===== config.mk =====
export PLATFORM = sky130hd
export DESIGN_NAME = scg_system_clock_generation
export DESIGN_NICKNAME = d
export VERILOG_FILES = /design/src/scg_pkg.sv /design/src/scg_tick_div.sv /design/src/scg_system_clock_generation.sv
export VERILOG_INCLUDE_DIRS = /design/src
export SDC_FILE = /design/constraint.sdc
export NUM_CORES = 1
export LEC_CHECK = 0
export ABC_AREA = 1
export ABC_CLOCK_PERIOD_IN_PS = 4050
export BUFFER_PORTS_ARGS = -buffer_cell sky130_fd_sc_hd__buf_2
export CAP_MARGIN = 20
export CORE_ASPECT_RATIO = 1.1
export CORE_MARGIN = 3
export CORE_UTILIZATION = 43
export CTS_BUF_LIST = sky130_fd_sc_hd__clkbuf_16
export DETAILED_ROUTE_END_ITERATION = 12
export GPL_TIMING_DRIVEN = 1
export MAX_ROUTING_LAYER = met4
export PLACE_DENSITY = 0.61
export SKIP_LAST_GASP = 1
export SYNTH_ARGS = -nofsm -noshare
export SYNTH_HDL_FRONTEND = slang
export SYNTH_HIERARCHICAL = 1
export SYNTH_SLANG_ARGS = --single-unit

===== constraint.sdc =====
create_clock -name sys_clk -period 4.05 [get_ports sys_clk]
set_input_delay 0.405 -clock sys_clk [delete_from_list [all_inputs] [get_ports sys_clk]]
set_output_delay 0.405 -clock sys_clk [all_outputs]
set_load 0.005 [all_outputs]

===== src/scg_map.svh =====
// address map, field positions, reset values and timing counts of the clock block
`ifndef SCG_MAP_SVH
`define SCG_MAP_SVH
`define SCG_ADDR_STATUS       32'hffff0400
`define SCG_ADDR_POW_PRE      32'hffff0404
`define SCG_ADDR_POW          32'hffff0408
`define SCG_ADDR_POW_POST     32'hffff040c
`define SCG_ADDR_SRC_PRE      32'hffff0410
`define SCG_ADDR_SRC          32'hffff0414
`define SCG_ADDR_SRC_POST     32'hffff0418
`define SCG_KEY_SRC_PRE       32'h000000aa
`define SCG_KEY_SRC_POST      32'h00000055
`define SCG_KEY_POW_PRE       32'h00000001
`define SCG_KEY_POW_POST      32'h000000f4
`define SCG_POW_RESET         8'h79
`define SCG_SRC_RESET         2'h0
`define SCG_SRC_W             2
`define SCG_POW_W             8
`define SCG_STAT_XTAL_BIT     2
`define SCG_STAT_LOCK_BIT     1
`define SCG_STAT_FLAG_BIT     0
`define SCG_SRC_LPOSC         2'h0
`define SCG_SRC_PREC          2'h1
`define SCG_SRC_XTAL          2'h2
`define SCG_SRC_RSVD          2'h3
`define SCG_OSC_DIV           4
`define SCG_PLL_MULT          625
`define SCG_PRELOCK_DIV       8
`define SCG_PLL_KHZ           20480
`define SCG_ADC_KHZ           512
`define SCG_ADC_DIV           (`SCG_PLL_KHZ / `SCG_ADC_KHZ)
`define SCG_CLK_PERIOD_NS     10
`define SCG_LOCK_TIME_US      2000
`define SCG_LOCK_TIMEOUT_CYC  ((`SCG_LOCK_TIME_US * 1000) / `SCG_CLK_PERIOD_NS)
`define SCG_LOCK_REFS         4
`define SCG_LOCK_TOL          2
`endif


===== src/scg_pkg.sv =====
// types shared by the clock generation block
package scg_pkg;
    typedef enum {
        KEY_IDLE,
        KEY_ARMED,
        KEY_HELD
    } scg_key_state_t;

    typedef struct packed {
        logic       precEn;
        logic       xtalEn;
        logic       pllOn;
        logic       periphOn;
        logic       coreOn;
        logic [2:0] cd;
    } scg_power_t;

    typedef struct packed {
        logic [4:0] rsvd;
        logic       xtalLevel;
        logic       locked;
        logic       lockFallFlag;
    } scg_status_t;
endpackage


===== src/scg_tick_div.sv =====
// tick divider: one output pulse for every divisor input ticks
`timescale 1ns/100ps
`default_nettype none
module scg_tick_div #(
    parameter int CNT_W = 8
) (
    input  wire logic             sys_clk,
    input  wire logic             sys_rst,
    input  wire logic             enable,
    input  wire logic             tickIn,
    input  wire logic [CNT_W-1:0] divisor,
    output logic                  tickOut
);
    logic [CNT_W-1:0] cnt_q;
    logic [CNT_W-1:0] cnt_d;
    logic             tick_q;
    logic             tick_d;

    if (CNT_W < 1) begin : g_bad
        $error("scg_tick_div: CNT_W must be at least 1");
    end

    // compare with >= so a shrinking divisor never strands the counter
    always_comb begin
        cnt_d  = cnt_q;
        tick_d = 1'b0;
        if (!enable) begin
            cnt_d = '0;
        end else if (tickIn) begin
            if (cnt_q >= divisor - CNT_W'(1)) begin
                cnt_d  = '0;
                tick_d = 1'b1;
            end else begin
                cnt_d = cnt_q + CNT_W'(1);
            end
        end
    end

    always_ff @(posedge sys_clk) begin
        if (sys_rst) begin
            cnt_q  <= '0;
            tick_q <= 1'b0;
        end else begin
            cnt_q  <= cnt_d;
            tick_q <= tick_d;
        end
    end

    assign tickOut = tick_q;
endmodule // scg_tick_div
`default_nettype wire


===== src/scg_system_clock_generation.sv =====
// system clock generation: source select, lock tracking, dividers, keyed registers
//
// Behaviour
// - reference from one of three sources
// - internal oscillators divided by four
// - PLL output is 625 ticks per reference period
// - reset selects low power oscillator
// - core clock via divider, default two
// - divider 1 to 128, changeable anytime
// - ADC clock 512k, low power uses oscillator
// - timer tick is low power oscillator/4
// - low power oscillator always enabled
// - divide by eight until PLL locks
// - lock expected within 2 ms
// - source register needs both keys
// - power register needs both keys
// - status bit 2 is live crystal pin
// - status bit 1 shows lock
// - status bit 0 set on lock fall, W1C
// - source and power registers steer clocks
// - source codes 00, 01, 10; 11 reserved
// - PLL enable set at reset and wake
//
// Implementation choice: the APB slave port.
`timescale 1ns/100ps
`default_nettype none
`include "scg_map.svh"
module scg_system_clock_generation #(
    parameter int LOCK_TIMEOUT_CYC = `SCG_LOCK_TIMEOUT_CYC,
    parameter int LOCK_REFS        = `SCG_LOCK_REFS,
    parameter int LOCK_TOL         = `SCG_LOCK_TOL
) (
    input  wire logic        sys_clk,
    input  wire logic        sys_rst,
    input  wire logic        psel,
    input  wire logic        penable,
    input  wire logic        pwrite,
    input  wire logic [31:0] paddr,
    input  wire logic [31:0] pwdata,
    output logic      [31:0] prdata,
    output logic             pready,
    output logic             pslverr,
    input  wire logic        lpOscTick,
    input  wire logic        precOscTick,
    input  wire logic        crystalInputPin,
    input  wire logic        pllOscTick,
    input  wire logic        wakeEvent,
    input  wire logic        adcLowPower,
    output logic             pllRefTick,
    output logic             pllEnable,
    output logic             pllLocked,
    output logic             pllLockLate,
    output logic             coreClkTick,
    output logic             adcClkTick,
    output logic             timerClkTick,
    output logic             lpOscEnable,
    output logic             precOscEnable,
    output logic             xtalEnable,
    output logic             periphEnable,
    output logic             coreEnable,
    output logic      [1:0]  sourceSelect
);
    localparam int CNT_W = 20;

    if (LOCK_TIMEOUT_CYC < 1 || LOCK_TIMEOUT_CYC >= (1 << CNT_W)) begin : g_bad_timeout
        $error("LOCK_TIMEOUT_CYC out of range");
    end
    if (LOCK_REFS < 1 || LOCK_REFS > 15 || LOCK_TOL < 0 || LOCK_TOL > 64) begin : g_bad_lock
        $error("LOCK_REFS or LOCK_TOL out of range");
    end

    // apb decode
    logic wr;
    logic setup;
    logic isStatus;
    logic isPowPre;
    logic isPow;
    logic isPowPost;
    logic isSrcPre;
    logic isSrc;
    logic isSrcPost;
    logic mapped;

    assign wr        = psel && penable && pwrite;
    assign setup     = psel && !penable;
    assign isStatus  = (paddr == `SCG_ADDR_STATUS);
    assign isPowPre  = (paddr == `SCG_ADDR_POW_PRE);
    assign isPow     = (paddr == `SCG_ADDR_POW);
    assign isPowPost = (paddr == `SCG_ADDR_POW_POST);
    assign isSrcPre  = (paddr == `SCG_ADDR_SRC_PRE);
    assign isSrc     = (paddr == `SCG_ADDR_SRC);
    assign isSrcPost = (paddr == `SCG_ADDR_SRC_POST);
    assign mapped    = isStatus | isPowPre | isPow | isPowPost | isSrcPre | isSrc | isSrcPost;
    assign pready    = 1'b1;

    // any write that breaks the key, register, key sequence drops it
    function automatic scg_pkg::scg_key_state_t keyNext(
        input scg_pkg::scg_key_state_t st,
        input logic                    pre,
        input logic                    target,
        input logic                    post
    );
        scg_pkg::scg_key_state_t nx;
        nx = pre ? scg_pkg::KEY_ARMED : scg_pkg::KEY_IDLE;
        unique case (st)
            scg_pkg::KEY_IDLE:  nx = pre ? scg_pkg::KEY_ARMED : scg_pkg::KEY_IDLE;
            scg_pkg::KEY_ARMED: nx = target ? scg_pkg::KEY_HELD :
                                     (pre ? scg_pkg::KEY_ARMED : scg_pkg::KEY_IDLE);
            scg_pkg::KEY_HELD:  nx = post ? scg_pkg::KEY_IDLE :
                                     (pre ? scg_pkg::KEY_ARMED : scg_pkg::KEY_IDLE);
        endcase
        return nx;
    endfunction

    // keyed registers
    scg_pkg::scg_key_state_t powKey_q;
    scg_pkg::scg_key_state_t powKey_d;
    scg_pkg::scg_key_state_t srcKey_q;
    scg_pkg::scg_key_state_t srcKey_d;
    scg_pkg::scg_power_t     pow_q;
    scg_pkg::scg_power_t     pow_d;
    scg_pkg::scg_power_t     powHold_q;
    scg_pkg::scg_power_t     powHold_d;
    logic [1:0]              src_q;
    logic [1:0]              src_d;
    logic [1:0]              srcHold_q;
    logic [1:0]              srcHold_d;
    logic                    powPreOk;
    logic                    powPostOk;
    logic                    srcPreOk;
    logic                    srcPostOk;

    assign powPreOk  = isPowPre && (pwdata == `SCG_KEY_POW_PRE);
    assign powPostOk = isPowPost && (pwdata == `SCG_KEY_POW_POST);
    assign srcPreOk  = isSrcPre && (pwdata == `SCG_KEY_SRC_PRE);
    assign srcPostOk = isSrcPost && (pwdata == `SCG_KEY_SRC_POST);

    always_comb begin
        powKey_d  = powKey_q;
        powHold_d = powHold_q;
        pow_d     = pow_q;
        srcKey_d  = srcKey_q;
        srcHold_d = srcHold_q;
        src_d     = src_q;
        if (wr) begin
            powKey_d = keyNext(powKey_q, powPreOk, isPow, powPostOk);
            srcKey_d = keyNext(srcKey_q, srcPreOk, isSrc, srcPostOk);
            if (powKey_q == scg_pkg::KEY_ARMED && isPow) begin
                powHold_d = scg_pkg::scg_power_t'(pwdata[7:0]);
            end
            if (srcKey_q == scg_pkg::KEY_ARMED && isSrc) begin
                srcHold_d = pwdata[1:0];
            end
            // commit only on the postwrite key after a held value
            if (powKey_q == scg_pkg::KEY_HELD && powPostOk) begin
                pow_d = powHold_q;
            end
            // the reserved code is dropped, source stays as it was
            if (srcKey_q == scg_pkg::KEY_HELD && srcPostOk && srcHold_q != `SCG_SRC_RSVD) begin
                src_d = srcHold_q;
            end
        end
        // wake beats a same-cycle software power-down
        if (wakeEvent) begin
            pow_d.pllOn    = 1'b1;
            pow_d.periphOn = 1'b1;
            pow_d.coreOn   = 1'b1;
        end
    end

    always_ff @(posedge sys_clk) begin
        if (sys_rst) begin
            powKey_q  <= scg_pkg::KEY_IDLE;
            srcKey_q  <= scg_pkg::KEY_IDLE;
            pow_q     <= scg_pkg::scg_power_t'(`SCG_POW_RESET);
            powHold_q <= scg_pkg::scg_power_t'(`SCG_POW_RESET);
            src_q     <= `SCG_SRC_RESET;
            srcHold_q <= `SCG_SRC_RESET;
        end else begin
            powKey_q  <= powKey_d;
            srcKey_q  <= srcKey_d;
            pow_q     <= pow_d;
            powHold_q <= powHold_d;
            src_q     <= src_d;
            srcHold_q <= srcHold_d;
        end
    end

    // reference generation
    logic lpRefTick;
    logic precRefTick;
    logic xtalPrev_q;
    logic xtalTick;
    logic refTick_q;
    logic refTick_d;

    scg_tick_div #(.CNT_W(3)) u_lp_div (
        .sys_clk (sys_clk),
        .sys_rst (sys_rst),
        .enable  (1'b1),
        .tickIn  (lpOscTick),
        .divisor (3'(`SCG_OSC_DIV)),
        .tickOut (lpRefTick)
    );

    scg_tick_div #(.CNT_W(3)) u_prec_div (
        .sys_clk (sys_clk),
        .sys_rst (sys_rst),
        .enable  (pow_q.precEn),
        .tickIn  (precOscTick),
        .divisor (3'(`SCG_OSC_DIV)),
        .tickOut (precRefTick)
    );

    assign xtalTick = crystalInputPin && !xtalPrev_q && pow_q.xtalEn;

    always_comb begin
        unique case (src_q)
            `SCG_SRC_LPOSC: refTick_d = lpRefTick;
            `SCG_SRC_PREC:  refTick_d = precRefTick;
            `SCG_SRC_XTAL:  refTick_d = xtalTick;
            default:        refTick_d = 1'b0;
        endcase
    end

    always_ff @(posedge sys_clk) begin
        if (sys_rst) begin
            xtalPrev_q <= 1'b0;
            refTick_q  <= 1'b0;
        end else begin
            xtalPrev_q <= crystalInputPin;
            refTick_q  <= refTick_d;
        end
    end

    // lock tracking: count oscillator ticks per reference period
    logic [9:0]       perCnt_q;
    logic [9:0]       perCnt_d;
    logic [3:0]       match_q;
    logic [3:0]       match_d;
    logic             locked_q;
    logic             locked_d;
    logic             inWindow;
    logic [CNT_W-1:0] lockTmr_q;
    logic [CNT_W-1:0] lockTmr_d;
    logic             late_q;
    logic             late_d;
    logic             pllOnPrev_q;

    assign inWindow = (int'(perCnt_q) >= `SCG_PLL_MULT - LOCK_TOL) &&
                      (int'(perCnt_q) <= `SCG_PLL_MULT + LOCK_TOL);

    always_comb begin
        perCnt_d = perCnt_q;
        match_d  = match_q;
        locked_d = locked_q;
        if (!pow_q.pllOn) begin
            perCnt_d = '0;
            match_d  = '0;
            locked_d = 1'b0;
        end else if (refTick_q) begin
            perCnt_d = {9'h000, pllOscTick};
            if (inWindow) begin
                if (int'(match_q) < LOCK_REFS) begin
                    match_d = match_q + 4'h1;
                end
                if (int'(match_q) + 1 >= LOCK_REFS) begin
                    locked_d = 1'b1;
                end
            end else begin
                match_d  = '0;
                locked_d = 1'b0;
            end
        end else if (pllOscTick && perCnt_q != 10'h3ff) begin
            perCnt_d = perCnt_q + 10'h001;
        end
    end

    // timer restarts each time the PLL is powered up
    always_comb begin
        lockTmr_d = lockTmr_q;
        late_d    = late_q;
        if (pow_q.pllOn && !pllOnPrev_q) begin
            lockTmr_d = '0;
            late_d    = 1'b0;
        end else if (pow_q.pllOn && !locked_q && !late_q) begin
            if (int'(lockTmr_q) >= LOCK_TIMEOUT_CYC - 1) begin
                late_d = 1'b1;
            end else begin
                lockTmr_d = lockTmr_q + CNT_W'(1);
            end
        end
    end

    always_ff @(posedge sys_clk) begin
        if (sys_rst) begin
            perCnt_q    <= '0;
            match_q     <= '0;
            locked_q    <= 1'b0;
            lockTmr_q   <= '0;
            late_q      <= 1'b0;
            pllOnPrev_q <= 1'b0;
        end else begin
            perCnt_q    <= perCnt_d;
            match_q     <= match_d;
            locked_q    <= locked_d;
            lockTmr_q   <= lockTmr_d;
            late_q      <= late_d;
            pllOnPrev_q <= pow_q.pllOn;
        end
    end

    // core, adc and timer ticks
    logic       cdTick;
    logic       preLockTick;
    logic       adcDivTick;
    logic [7:0] cdDivisor;
    logic       core_q;
    logic       core_d;
    logic       adc_q;
    logic       adc_d;
    logic       tmr_q;

    assign cdDivisor = 8'h01 << pow_q.cd;

    scg_tick_div #(.CNT_W(8)) u_cd_div (
        .sys_clk (sys_clk),
        .sys_rst (sys_rst),
        .enable  (locked_q),
        .tickIn  (pllOscTick),
        .divisor (cdDivisor),
        .tickOut (cdTick)
    );

    scg_tick_div #(.CNT_W(4)) u_prelock_div (
        .sys_clk (sys_clk),
        .sys_rst (sys_rst),
        .enable  (pow_q.pllOn && !locked_q),
        .tickIn  (pllOscTick),
        .divisor (4'(`SCG_PRELOCK_DIV)),
        .tickOut (preLockTick)
    );

    scg_tick_div #(.CNT_W(6)) u_adc_div (
        .sys_clk (sys_clk),
        .sys_rst (sys_rst),
        .enable  (pow_q.pllOn),
        .tickIn  (pllOscTick),
        .divisor (6'(`SCG_ADC_DIV)),
        .tickOut (adcDivTick)
    );

    // core runs before lock on the slow clock rather than waiting
    always_comb begin
        core_d = locked_q ? cdTick : preLockTick;
        adc_d  = adcLowPower ? lpOscTick : adcDivTick;
    end

    always_ff @(posedge sys_clk) begin
        if (sys_rst) begin
            core_q <= 1'b0;
            adc_q  <= 1'b0;
            tmr_q  <= 1'b0;
        end else begin
            core_q <= core_d;
            adc_q  <= adc_d;
            tmr_q  <= lpRefTick;
        end
    end

    // status flag and read path
    logic                 flag_q;
    logic                 flag_d;
    logic                 lockFell;
    scg_pkg::scg_status_t status;
    logic [31:0]          rdata_q;
    logic [31:0]          rdata_d;
    logic                 err_q;
    logic                 err_d;

    assign lockFell = pllLocked && !locked_q;

    always_comb begin
        flag_d = flag_q;
        if (wr && isStatus && pwdata[`SCG_STAT_FLAG_BIT]) begin
            flag_d = 1'b0;
        end
        if (lockFell) begin
            flag_d = 1'b1;
        end
    end

    always_comb begin
        status              = '0;
        status.xtalLevel    = crystalInputPin;
        status.locked       = locked_q;
        status.lockFallFlag = flag_q;
        rdata_d             = rdata_q;
        err_d               = err_q;
        // captured in setup so read data comes from a flop in the access phase
        if (setup) begin
            err_d   = !mapped;
            rdata_d = 32'h00000000;
            if (!pwrite) begin
                if (isStatus) rdata_d = {24'h000000, status};
                if (isPow)    rdata_d = {24'h000000, pow_q};
                if (isSrc)    rdata_d = {30'h00000000, src_q};
            end
        end
    end

    always_ff @(posedge sys_clk) begin
        if (sys_rst) begin
            flag_q    <= 1'b0;
            rdata_q   <= 32'h00000000;
            err_q     <= 1'b0;
            pllLocked <= 1'b0;
        end else begin
            flag_q    <= flag_d;
            rdata_q   <= rdata_d;
            err_q     <= err_d;
            pllLocked <= locked_q;
        end
    end

    assign prdata        = rdata_q;
    assign pslverr       = err_q && psel && penable;
    assign pllRefTick    = refTick_q;
    assign pllEnable     = pow_q.pllOn;
    assign pllLockLate   = late_q;
    assign coreClkTick   = core_q;
    assign adcClkTick    = adc_q;
    assign timerClkTick  = tmr_q;
    assign lpOscEnable   = 1'b1;
    assign precOscEnable = pow_q.precEn;
    assign xtalEnable    = pow_q.xtalEn;
    assign periphEnable  = pow_q.periphOn;
    assign coreEnable    = pow_q.coreOn;
    assign sourceSelect  = src_q;
endmodule // scg_system_clock_generation
`default_nettype wire


* Word level (Yosys, flattened, before mapping)
Index checks and enable logic that the tools add are counted.
** Storage, ports and cells
- Bits in writable memories :: 0
- Output and inout port bits :: 48
- Input port bits :: 75
- Bits in latches :: 0
- Register bits :: 190
- Word-level logic and storage cells :: 190
- Memories :: 0
- Bits in read-only memories :: 0
** Cells by class
- Reductions and logical operators :: 55
- Bitwise gates (word level) :: 14
- Shifts and indexed selects :: 1
- Equality and inequality tests :: 25
- Multipliers :: 0
- Divide/modulo/power cells :: 0
- Magnitude comparators :: 10
- Add/sub/neg operators :: 10
- Muxes and demuxes :: 33
** Operators with widths (number)
- $eq A32 B32 Y1 const B :: 7
- $pmux W32 S3 :: 2
- $mux W32 :: 5
- $eq A32 B2 Y1 const B :: 4
- $eq A32 B1 Y1 const B :: 3
- $eq A32 B3 Y1 const B :: 2
- $eq A32 B8 Y1 const B :: 2
- $logic_not A32 Y1 :: 2
- $eq A32 B7 Y1 const B :: 1
- $logic_and A1 B1 Y1 :: 24
- $add A20 B1 Y20 const B :: 1
- $ge A20 B18 Y1 const B :: 1
- $mux W1 :: 17
- $reduce_and A2 Y1 :: 8
- $reduce_or A3 Y1 :: 5
- $reduce_or A2 Y1 :: 7
- $mux W4 :: 3
- $add A10 B1 Y10 const B :: 1
- $ge A10 B10 Y1 const B :: 1
- $le A10 B10 Y1 const B :: 1
- $ne A10 B10 Y1 const B :: 1
- $mux W3 :: 3
- $add A4 B1 Y4 const B :: 2
- $add A8 B1 Y8 const B :: 1
- 23 further kinds :: 44

* Depth between registers and ports, before layout
- Word-level depth :: 8
- Mapped depth :: 16
- Mapped depth without buffers :: 16

* By module
Netlist, hierarchy kept.
** Modules (own cells, without submodules)
- scg_system_clock_generation :: times used 1, area each 4539.4 µm², cells each 678, sequential area each 1541.5 µm²
- scg_tick_div (u_cd_div) :: times used 1, area each 728.2 µm², cells each 98, sequential area each 180.2 µm²
- scg_tick_div (u_adc_div) :: times used 1, area each 556.8 µm², cells each 73, sequential area each 140.1 µm²
- scg_tick_div (u_lp_div ...) :: times used 2, area each 257.7 µm², cells each 33, sequential area each 80.1 µm²
- scg_tick_div (u_prelock_div) :: times used 1, area each 341.6 µm², cells each 44, sequential area each 100.1 µm²

* Worst setup path before layout
Ideal clock, no wire load.
- Path type :: register -> register
- Start point :: register pow_q[0] in the netlist's numbering
- End point :: register u_cd_div.cnt_q[0]
- Period minus slack after synthesis :: 2.121 ns
- Arrival time :: 2.005 ns
- Buffers on the path :: 0
- Library setup time :: 0.116 ns
- Cell stages (with the launch flop) :: 16
- Slack :: 1.929 ns
- Data required time :: 3.934 ns
- Cells stage by stage :: dfxtp_1 inv_1 nor3_1 inv_1 ha_1 nand2_1 nor3_1 xor2_1 inv_1 ha_1 nand2_1 o21a_1 nand2_1 nand2_2 nand2_2 nor2_1
** On the way
- Cells in the longest elaborated chain, start to end :: 4
** Ends and longest elaborated chain
- from (decl) :: line scg_system_clock_generation.sv:120 : scg_pkg::scg_power_t pow_q;
- from (signal assigned) :: line scg_system_clock_generation.sv:175 : pow_q <= scg_pkg::scg_power_t'(`SCG_POW_RESET);
- from (signal assigned) :: line scg_system_clock_generation.sv:182 : pow_q <= pow_d;
- $shl A1 B3 Y8 :: line scg_system_clock_generation.sv:324 : assign cdDivisor = 8'h01 << pow_q.cd;
- via cdDivisor[1] :: line scg_system_clock_generation.sv:317 : logic [7:0] cdDivisor;
- $sub A8 B1 Y8 :: line scg_tick_div.sv:30 : if (cnt_q >= divisor - CNT_W'(1)) begin
- $ge A8 B8 Y1 :: line scg_tick_div.sv:30
- $mux W8 :: line scg_tick_div.sv:30
- to (signal assigned) :: line scg_tick_div.sv:44 : cnt_q <= cnt_d;
- to (decl) :: line scg_tick_div.sv:14 : logic [CNT_W-1:0] cnt_q;
The timed path passes the listed nets, and every way through them passes these cells.
A chain may end at the register's enable or synchronous reset.

* Final worst setup path
- Start point :: register pow_q[0] in the netlist's numbering
- End point :: register u_cd_div.cnt_q[4]
Same word-level chain as after synthesis.

==> summary.md <==
| Metric | Value |
|---|---|
| Vias/cell | `4.58` |
| Final Hold Fails | `0` |
| Ant. Diodes | `0` |
| WP data arrival | `2.67 ns` |
| Hold/Removal Path Class | `primary input to register` |
| Avg Cell Area, Syn | `6.97 sq um` |
| Synth unique cells | `49` |
| Post-Route WL | `14.2 mm` |
| Period minus WS final | `2.43 ns` |
| Final core utilization | `0.503` |
| Pin count of the biggest net entering global routing | `28` |
| Register bit total from synthesis | `106` |
| Vias in the first global route | `5505` |
| Pre-CTS WS | `1.63 ns` |
| Max-cap violations | `0` |
| Remaining DRCs | `0` |
| Synth top area cells | `dfxtp_1, nand2_1, inv_1` |
| Status | `finished, final reports clean` |
| Hpwl dp | `11.2 mm` |
| Initial antenna violation count | `0` |
| Register area share after synthesis | `0.318` |
| Net count, final | `1196` |
| Finish-stage setup viols | `0` |
| Fin crit share | `0.600` |
| Final Max Tran Viols | `0` |
| Synth Flop Type | `dfxtp_1` |
| Layout area overhead | `13.7%` |
| Vias | `5863` |
| Clock sinks | `106` |
| Hold_buf cts | `0` |
| Clk slew on worst S/H paths | `0.07 ns` |
| Fmax | `411 MHz` |
| Crit path max fanout | `8` |
| Max-slew headroom | `0.540` |
| Area of the die | `17100 sq um` |
| Cell Pwr Density | `271 nW/um^2` |
| Total congestion overflow | `0` |
| Worst-Skew Late Latency | `0.35 ns` |
| Clock buffer depth | `2` |
| Core ar. | `15100 sq um` |
| RSZ-0062 raised after global routing | `no` |
| CTS Buf Count | `9` |
| Worst Tran Pin Value | `0.673 ns` |
| DIE HEIGHT | `137 um` |
| Mapped cell area | `6680 sq um` |
| Chip Width | `125 um` |
| Gr usage total | `0.178` |
| First-pass GRT wire length | `24.7 mm` |
| VDD IR-drop max | `0.000212 V` |
| Pleak | `3.58 nW` |
| Antenna Nets Post-Route | `0` |
| CP Capture Type | `register` |
| CTS tree | `yes` |
| Clk_skew | `0.00727 ns` |
| EDFF count, synth | `0` |
| First-pass detailed-route iteration total | `4` |
| Mapped Cells | `959` |
| Std-Cell Rows | `47` |
| TNS Setup | `0 ns` |
| Drt initial violations | `265` |
| Share of cells above drive strength 1 | `0.161` |
| YS warnings | `6` |
| Post-CTS Setup Repair Bufs | `0` |
| Htree depth | `3` |
| Ys async rst share | `0` |
| I/O pin total | `123` |
| Crit Path Class | `register to register` |
| CTS root buf | `clkbuf_16` |
| Gpl congestion | `0.840` |
| Synth top area share | `0.318` |
| Cts repair resizes | `0` |
| Setup WS post-layout | `1.62 ns` |
| Initial Utilization | `0.442` |
| IO buf count | `96` |
| Yosys top cell by area | `dfxtp_1` |
| DR WL/cell | `11.1 um` |
| Crit path launch type | `register` |
| Critical path required time | `4.29 ns` |
-- worst paths after layout --
kind,end,start,depth (start not counted),slack [ns]
min,adcClkTick,adcLowPower,2,0.23
max reg2reg,u_cd_div/cnt_q[4],pow_q[0],15,1.62
min reg2reg,lockTmr_q[18],lockTmr_q[18],2,0.43
max,u_cd_div/cnt_q[4],pow_q[0],15,1.62
-- registers in the layout, indices dropped and copies added (netlist names), 3 cells and up --
name                 count
lockTmr_q               20
match_q                  4
perCnt_q                10
powHold_q                8
pow_q                    3
prdata                   8
u_adc_div/cnt_q          6
u_cd_div/cnt_q           8
u_lp_div/cnt_q           3
u_prec_div/cnt_q         3
u_prelock_div/cnt_q      4
-- cells in the mapped netlist, types with 4 or more instances --
cell,instances
nand2_2,18
xnor2_1,19
nor2_2,8
inv_2,4
nand4_1,28
inv_1,146
buf_2,5
xor2_1,32
nand3_2,4
buf_4,26
o211ai_1,6
nand3_1,36
dfxtp_1,106
o21ai_0,19
nand2_1,200
nor3_1,16
mux2i_1,5
nor2_1,141
ha_1,42
a21oi_1,42
a21oi_2,8
nor3_2,6
-- critical path: stages (launching register included) --
cell	delay, ns
dfxtp_1	0.45
inv_1	0.12
nor3_1	0.23
inv_1	0.08
ha_1	0.21
nand2_1	0.10
nor3_1	0.06
xor2_1	0.14
inv_1	0.05
ha_1	0.27
nand2_1	0.06
o21a_1	0.18
nand2_1	0.07
nand2_2	0.06
nand2_2	0.17
nor2_1	0.07
-- cell families after synthesis --
kind of cell    synth area share
fa+ha+maj                 0.0787
simple gates               0.320
flops                      0.318
compound gates            0.0785
xor+xnor                  0.0669
other cells              0.00112
buf+inv                    0.130
mux                      0.00749
-- layout make-up --
type / instances / area, sq um
tap: 196 / 245
clock inverter: 7 / 45.0
fill: 1574 / 7520
timing repair buffer: 99 / 503
multi-input combinational: 709 / 3870
clock buffer: 9 / 225
inverter: 154 / 581
sequential: 106 / 2120
-- layout by cell type (no fill, tap or decap), drive strengths merged, types with 22 or more instances in the layout --
cell   netlist  routed
a21oi       51      51
buf         36      99
conb         2      51
dfxtp      106     106
ha          42      42
inv        151     152
nand2      219     219
nand3       41      41
nand4       30      30
nor2       151     151
nor3        22      22
xor2        32      32
-- metal layers --
metal,vias to the layer above,GRT usage,share of wire
met5,-,-,0
met4,0,0.0524,0.014
met3,17,0.0320,0.033
met2,79,0.313,0.50
met1,2585,0.211,0.46
li1,3182,-,-
-- through the flow --
stage | cells | hold WS (ns) | cell area [sq um] | total power [mW]
floorplan | 1008 | 0.403 | 6870 | 1.23
CTS | 1280 | 0.212 | 7590 | 2.09
detailed placement | 1264 | 0.421 | 7320 | 1.27
global placement | 1264 | 0.417 | 7320 | 1.27
finish | 1280 | 0.231 | 7590 | 2.06
global route | 1280 | 0.231 | 7590 | 2.17
-- where the power goes --
part	internal (mW)	total [mW]	switching, mW	leakage (nW)
clock	0.416	0.813	0.396	0.137
sequential	1.05	1.06	0.0108	0.857
combinational	0.0768	0.184	0.107	2.59
total	1.55	2.06	0.515	3.58
No activity file was read; power rests on OpenSTA's default activity.
